$ cat config.mk
export PLATFORM = sky130hd
export DESIGN_NAME = quad_index_out
export DESIGN_NICKNAME = d
export VERILOG_FILES = /design/src/inc/quad_pkg.sv /design/src/logic/quad_index_out.sv
export SDC_FILE = /design/constraint.sdc
export NUM_CORES = 1
export LEC_CHECK = 0
export BUFFER_PORTS_ARGS = -buffer_cell sky130_fd_sc_hd__buf_2
export CELL_PAD_IN_SITES_DETAIL_PLACEMENT = 1
export CELL_PAD_IN_SITES_GLOBAL_PLACEMENT = 1
export CORE_UTILIZATION = 47
export DETAILED_ROUTE_END_ITERATION = 6
export GPL_ROUTABILITY_DRIVEN = 0
export GPL_TIMING_DRIVEN = 0
export HOLD_SLACK_MARGIN = 0.02
export PLACE_DENSITY = 0.8
export RECOVER_POWER = 100
export SETUP_SLACK_MARGIN = 0.15
export SKIP_CTS_REPAIR_TIMING = 1
export SLEW_MARGIN = 20
export SYNTH_ARGS = -nofsm -noshare
export SYNTH_HDL_FRONTEND = slang
export SYNTH_SLANG_ARGS = --single-unit
$ cat constraint.sdc
create_clock -name mclk -period 5.9 [get_ports mclk]
set_input_delay 1.18 -clock mclk [delete_from_list [all_inputs] [get_ports mclk]]
set_output_delay 1.18 -clock mclk [all_outputs]
set_load 0.01 [all_outputs]
$ cat src/inc/quad_pkg.sv
/*
 * Constants and carrier types for the quadrature and reference-mark output logic.
 * Assumes one clock domain and an interpolated position already in step units.
 */
package quad_pkg;

	// ------------------------------------------------------------
	// Geometry of one pole pair
	// ------------------------------------------------------------
	localparam logic [7:0] STEPS_PER_PAIR = 8'ha0; // 160 steps per pole pair
	localparam logic [7:0] HALF_PAIR = 8'h50; // Splits forward from backward distance
	localparam logic [7:0] ZERO_STEP = 8'h00; // Step holding the reference mark
	localparam logic [7:0] LAST_STEP = 8'h9f; // Step just before wrap
	localparam logic [7:0] HYST_STEPS = 8'h02; // Steps needed to reverse direction
	localparam logic [1:0] GRAY_OFFSET = 2'h2; // Puts A=B=1 on the zero step

	// ------------------------------------------------------------
	// Carriers
	// ------------------------------------------------------------
	typedef struct packed {
		logic [7:0] pos; // Interpolated position, 0 to 159
		logic low_field; // Field too weak to trust the position
	} sense_s;

	typedef struct packed {
		logic a; // Quadrature output A
		logic b; // Quadrature output B
		logic mark; // Reference mark, active high
	} quad_out_s;

	typedef struct packed {
		logic [7:0] step; // Step now shown on the outputs
		logic dir_fwd; // Direction of the last step taken
		logic loaded; // Step was seeded from the input
		quad_out_s out; // Registered pin levels
	} quad_state_s;

endpackage : quad_pkg

$ cat src/logic/quad_index_out.sv
/*
 * Quadrature A/B and reference-mark output stage of a magnetic position sensor.
 * Assumes pos and low_field are synchronous to mclk and pos moves slowly against the clock.
 */
`timescale 1ns/100ps

module quad_index_out (
	input wire logic mclk, // 125 MHz clock
	input wire logic rst_n, // Synchronous reset, active low
	input wire quad_pkg::sense_s sense, // Position and field condition
	input wire logic zero_mask_test_in, // Test input, high hides the mark
	output quad_pkg::quad_out_s quad_out // Registered A, B and mark
);

	// ------------------------------------------------------------
	// Helpers
	// ------------------------------------------------------------

	// Forward distance from step to pos, modulo one pole pair
	function automatic logic [7:0] fwd_dist(input logic [7:0] pos, input logic [7:0] step);
		logic [7:0] d;
		d = 8'h00;
		if (pos >= step)
			d = pos - step;
		else
			d = pos + (quad_pkg::STEPS_PER_PAIR - step);
		return d;
	endfunction : fwd_dist

	// A/B levels for a step; 40 gray cycles per pair, A leads on increase
	function automatic logic [1:0] gray_ab(input logic [7:0] step);
		logic [1:0] s;
		s = step[1:0] + quad_pkg::GRAY_OFFSET;
		return {s[1] ^ s[0], s[1]}; // {A, B}
	endfunction : gray_ab

	// ------------------------------------------------------------
	// State
	// ------------------------------------------------------------
	quad_pkg::quad_state_s st_reg; // All registered state
	quad_pkg::quad_state_s st_next; // Its next value
	logic [7:0] ahead; // Steps the input is ahead
	logic [7:0] behind; // Steps the input is behind
	logic pos_ok; // Input lies inside one pair

	// Distances are taken modulo one pole pair so the wrap is seamless
	assign pos_ok = sense.pos < quad_pkg::STEPS_PER_PAIR;
	assign ahead = fwd_dist(sense.pos, st_reg.step);
	assign behind = quad_pkg::STEPS_PER_PAIR - ahead;

	// ------------------------------------------------------------
	// Next state
	// ------------------------------------------------------------

	// Step follows the input one step per clock so the host never misses an edge
	always_comb
	begin
		logic [1:0] ab;
		ab = 2'h0;
		st_next = st_reg;
		if (!st_reg.loaded)
		begin
			// First valid sample seeds the step; pins jump straight to its A/B levels without stepping
			if (pos_ok && !sense.low_field)
			begin
				st_next.step = sense.pos;
				st_next.loaded = 1'b1;
			end
		end
		else if (pos_ok && !sense.low_field && ahead != quad_pkg::ZERO_STEP)
		begin
			if (ahead < quad_pkg::HALF_PAIR)
			begin
				// Reversal waits for extra travel so boundary noise is ignored
				if (st_reg.dir_fwd || ahead >= quad_pkg::HYST_STEPS)
				begin
					st_next.dir_fwd = 1'b1;
					if (st_reg.step == quad_pkg::LAST_STEP)
						st_next.step = quad_pkg::ZERO_STEP;
					else
						st_next.step = st_reg.step + 8'h01;
				end
			end
			else if (!st_reg.dir_fwd || behind >= quad_pkg::HYST_STEPS)
			begin
				st_next.dir_fwd = 1'b0;
				if (st_reg.step == quad_pkg::ZERO_STEP)
					st_next.step = quad_pkg::LAST_STEP;
				else
					st_next.step = st_reg.step - 8'h01;
			end
		end
		ab = gray_ab(st_next.step);
		if (sense.low_field)
		begin
			// Warning pattern that normal motion never produces
			st_next.out.a = 1'b0;
			st_next.out.b = 1'b0;
			st_next.out.mark = 1'b1;
		end
		else if (!st_next.loaded)
		begin
			// Quiet until a position has been seen
			st_next.out.a = 1'b0;
			st_next.out.b = 1'b0;
			st_next.out.mark = 1'b0;
		end
		else
		begin
			st_next.out.a = ab[1];
			st_next.out.b = ab[0];
			// Mark spans exactly the zero step
			st_next.out.mark = (st_next.step == quad_pkg::ZERO_STEP)
				&& !zero_mask_test_in;
		end
	end

	// ------------------------------------------------------------
	// Registers
	// ------------------------------------------------------------

	// Reset holds outputs low and forces a fresh seed
	always_ff @(posedge mclk)
	begin
		if (!rst_n)
			st_reg <= '0;
		else
			st_reg <= st_next;
	end

	// Pins come straight from the state register, never through logic
	assign quad_out = st_reg.out;

	logic normal_now; // Pins differ from the warning pattern
	// Warning pattern is reserved, so no tracked step may ever produce it
	assign normal_now = !st_reg.out.mark || st_reg.out.a || st_reg.out.b;
endmodule : quad_index_out

==> flow_metrics.py <==
metrics = {
    "clocking": {
        "cts.clk_slew.worst_paths_ps": 60,
        "cts_max_level": 1,
        "root_buffer": "clkbuf_8",
        "clk_latency_ps": 250,
        "clock_sinks": 13,
        "tritoncts": "built",
        "clock_tree.buffer_depth": 2,
        "cts_buffers": 3,
    },
    "final_layout": {
        "multi_input_area_mm2": 0.00224,
        "drive_gt1_share_pct": 15.5,
        "n_antenna_cell": 0,
        "n_fill_cell": 723,
        "area_growth_pct": 7.49,
        "largest_reg_flops": 10,
        "fin_nets": 403,
        "seqCellArea_um2": 260,
    },
    "route": {
        "ant_nets": 0,
        "drc_errors": 0,
        "dr.pass1.iters": 4,
        "wl_mm": 8.60,
        "num_vias": 2821,
        "drtIter0Drc": 224,
        "routedWlPerCell_um": 19.8,
        "vias_per_cell": 6.50,
    },
    "sta": {
        "fin_skew_ps": 1.39,
        "setup_ws_ps": 446,
        "finalHoldViolations": 0,
        "timing.slew.headroom_pct": 61.1,
        "fin_crit_sh_pct": 92.4,
        "rsz0062_at_grt": "false",
        "finalSetupTns_ps": 0,
        "worst_pin_slew_ps": 581,
        "max_freq_mhz": 183,
        "min_period_ps": 5450,
        "setup_viol": 0,
        "drv_slew": 0,
    },
    "synth": {
        "synth.area.mux_share_pct": 3.93,
        "synth_area_per_cell_um2": 7.84,
        "synth_edf_count": 0,
        "synth_async_sr_flop_share_pct": 0,
        "synthCells": 345,
        "ys.flop_type": "dfxtp_1",
        "synth.cell_area_mm2": 0.00271,
        "yosys.area.top_type": "ha_1",
        "seq_area_frac_synth_pct": 9.62,
        "synth.top_cell.area_share_pct": 9.71,
        "yosysUniqueCellTypes": 86,
        "syn_nets": 385,
        "synth_top_family_by_area": "compound AO/OA/AOI/OAI gates",
        "synthSimpleGateAreaFrac_pct": 25.2,
        "yosys.area_share.adder_pct": 14.9,
        "synth_seq_cells": 13,
        "synthTopCellsByArea": "ha_1 (9.7%), dfxtp_1 (9.6%), fa_1 (5.2%), nor2_1 (4.0%), inv_1 (3.9%)",
        "synth_warnings": 0,
        "yosys.area_share.xor_xnor_pct": 2.27,
        "synth_compound_area_share_pct": 36.4,
    },
    "setup_path": {
        "start_kind": "primary input",
        "critical_path.max_fanout": 6,
        "end_kind": "flip-flop",
        "crit_required_ps": 6090,
        "crit_start": "sense[2]",
        "rr_startpoint": "st_reg[7]",
        "crit_end": "quad_out[0]",
        "reg2reg_depth": 21,
        "cp_data_arrival_time_ps": 5640,
        "r2r-end": "quad_out[0]",
        "crit_type": "primary input to flip-flop",
        "r2r_slack_ps": 680,
    },
    "floorplanning": {
        "dieArea_mm2": 0.00606,
        "ios": 15,
        "die_y_um": 77.9,
        "initial_core_util_pct": 48.8,
        "die_w_um": 77.9,
        "num_rows": 27,
        "coreArea_mm2": 0.00554,
    },
    "power": {
        "p_per_area_mw_per_mm2": 250,
        "p_leak_nw": 1.10,
        "ir_worst_vdd_v": 0.000145,
    },
    "worst_hold_path": {
        "hold_path_class": "flip-flop to flip-flop",
        "holdCritStartpoint": "st_reg[4]",
    },
    "global_routing": {
        "grt_pass1_vias": 2742,
        "grt_max_degree": 11,
        "grt_use_total_pct": 29.6,
        "grt_first_pass_wirelength_mm": 14.0,
        "gr-total-overflow": 0,
        "antenna_found_initial": 0,
    },
    "placed_design": {
        "hpwl_mm": 7.00,
        "dpl_worst_slack_ps": 152,
        "port_buffers": 13,
    },
    "status": {
        "status": "finished clean",
    },
    "run": {
        "drv_cap": 0,
    },
}
-- cell usage after synthesis, drive strengths merged, types with 3 or more instances --
library cell	count
nand2b	13
a21o	4
o31ai	3
and2	6
or2	6
nor2	30
mux2i	8
o21a	4
nor3	10
buf	7
a21oi	17
nand2	22
o311a	4
or4	3
fa	7
xnor2	5
ha	21
a211oi	7
a211o	3
o21ai	24
dfxtp	13
clkbuf	10
a31oi	3
nor3b	3
o22ai	8
nand4	4
nor4	3
o221a	3
o211ai	7
a32oi	3
nand3	5
inv	30
nor2b	3
-- metrics by stage --
step	hold slack [ps]	total power (W)	area (µm²)	util (%)	instances
after detailed placement	522	0.000631	2860	51.6	430
after global placement	510	0.000617	2860	51.6	430
after global routing	535	0.000779	2910	52.5	434
final	537	0.000728	2910	52.5	434
after CTS	533	0.000720	2910	52.5	434
after floorplan	463	0.000507	2710	-	345
-- final cells by class --
class	instances	area share, %
clock inverters	1	0.172
clock buffers	3	1.42
inverters	31	4.00
multi-input cells	284	77.0
repair buffers	13	2.11
plain buffers	17	3.23
flip-flops and latches	13	8.95
well taps	72	3.10
-- logic make-up after synthesis --
logic type,count (synthesis)
XOR/XNOR,7
adder cells (fa/ha/maj),28
flip-flops,13
AO/OA/AOI/OAI,117
AND/OR/NAND/NOR,122
buffers and inverters,48
multiplexers,10
-- worst max-delay path, stage by stage --
cell	delay [ps]
buf_2	130
ha_1	370
ha_1	250
fa_1	410
xnor2_1	250
or4_1	500
mux2i_1	150
o22ai_1	140
a211oi_2	310
o221a_2	320
a21oi_1	90
o21ai_0	240
mux2i_1	110
o21ai_0	300
ha_1	200
nor3b_1	210
o2111ai_1	260
o21ai_1	190
-- cell usage in the layout (no fill, tap or decap), drive strengths merged, types with 4 or more instances in the layout --
cell / netlist / layout
a211oi: 7 / 7
a21o: 4 / 4
a21oi: 17 / 17
and2: 6 / 6
buf: 7 / 17
clkbuf: 10 / 16
dfxtp: 13 / 13
fa: 7 / 7
ha: 21 / 21
inv: 30 / 30
mux2i: 8 / 8
nand2: 22 / 22
nand2b: 13 / 13
nand3: 5 / 5
nand4: 4 / 4
nor2: 30 / 30
nor3: 10 / 10
o211ai: 7 / 7
o21a: 4 / 4
o21ai: 24 / 24
o22ai: 8 / 8
o311a: 4 / 4
or2: 6 / 6
xnor2: 5 / 5
-- metal layers --
layer / vias up / share of wire, % / global-route usage [%] / routed length, µm
met2: 108 / 44 / 45.4 / 3750
met5: - / 0 / 0 / 0
met1: 1381 / 49 / 43.2 / 4170
li1: 1319 / - / - / -
met4: 0 / 1.6 / 6.04 / 138
met3: 13 / 6.3 / 4.71 / 540
-- power breakdown --
part | total (W) | internal, W | leakage (nW) | switching [W]
clock | 0.0000865 | 0.0000469 | 0.0255 | 0.0000396
sequential | 0.000104 | 0.0000954 | 0.107 | 0.00000862
combinational | 0.000538 | 0.000200 | 0.970 | 0.000337
total | 0.000728 | 0.000342 | 1.10 | 0.000386
-- how the worst min path moves through the flow --
stage / end / slack (ps) / cells past startpoint
4_1_cts: st_reg[4] / 530 / 2
2_1_floorplan: st_reg[4] / 460 / 2
3_5_place_dp: st_reg[4] / 520 / 2
6_report: st_reg[4] / 540 / 2
5_1_grt: st_reg[4] / 530 / 2
3_3_place_gp: st_reg[4] / 510 / 2
Note: power is estimated with default switching activity, not from simulation.
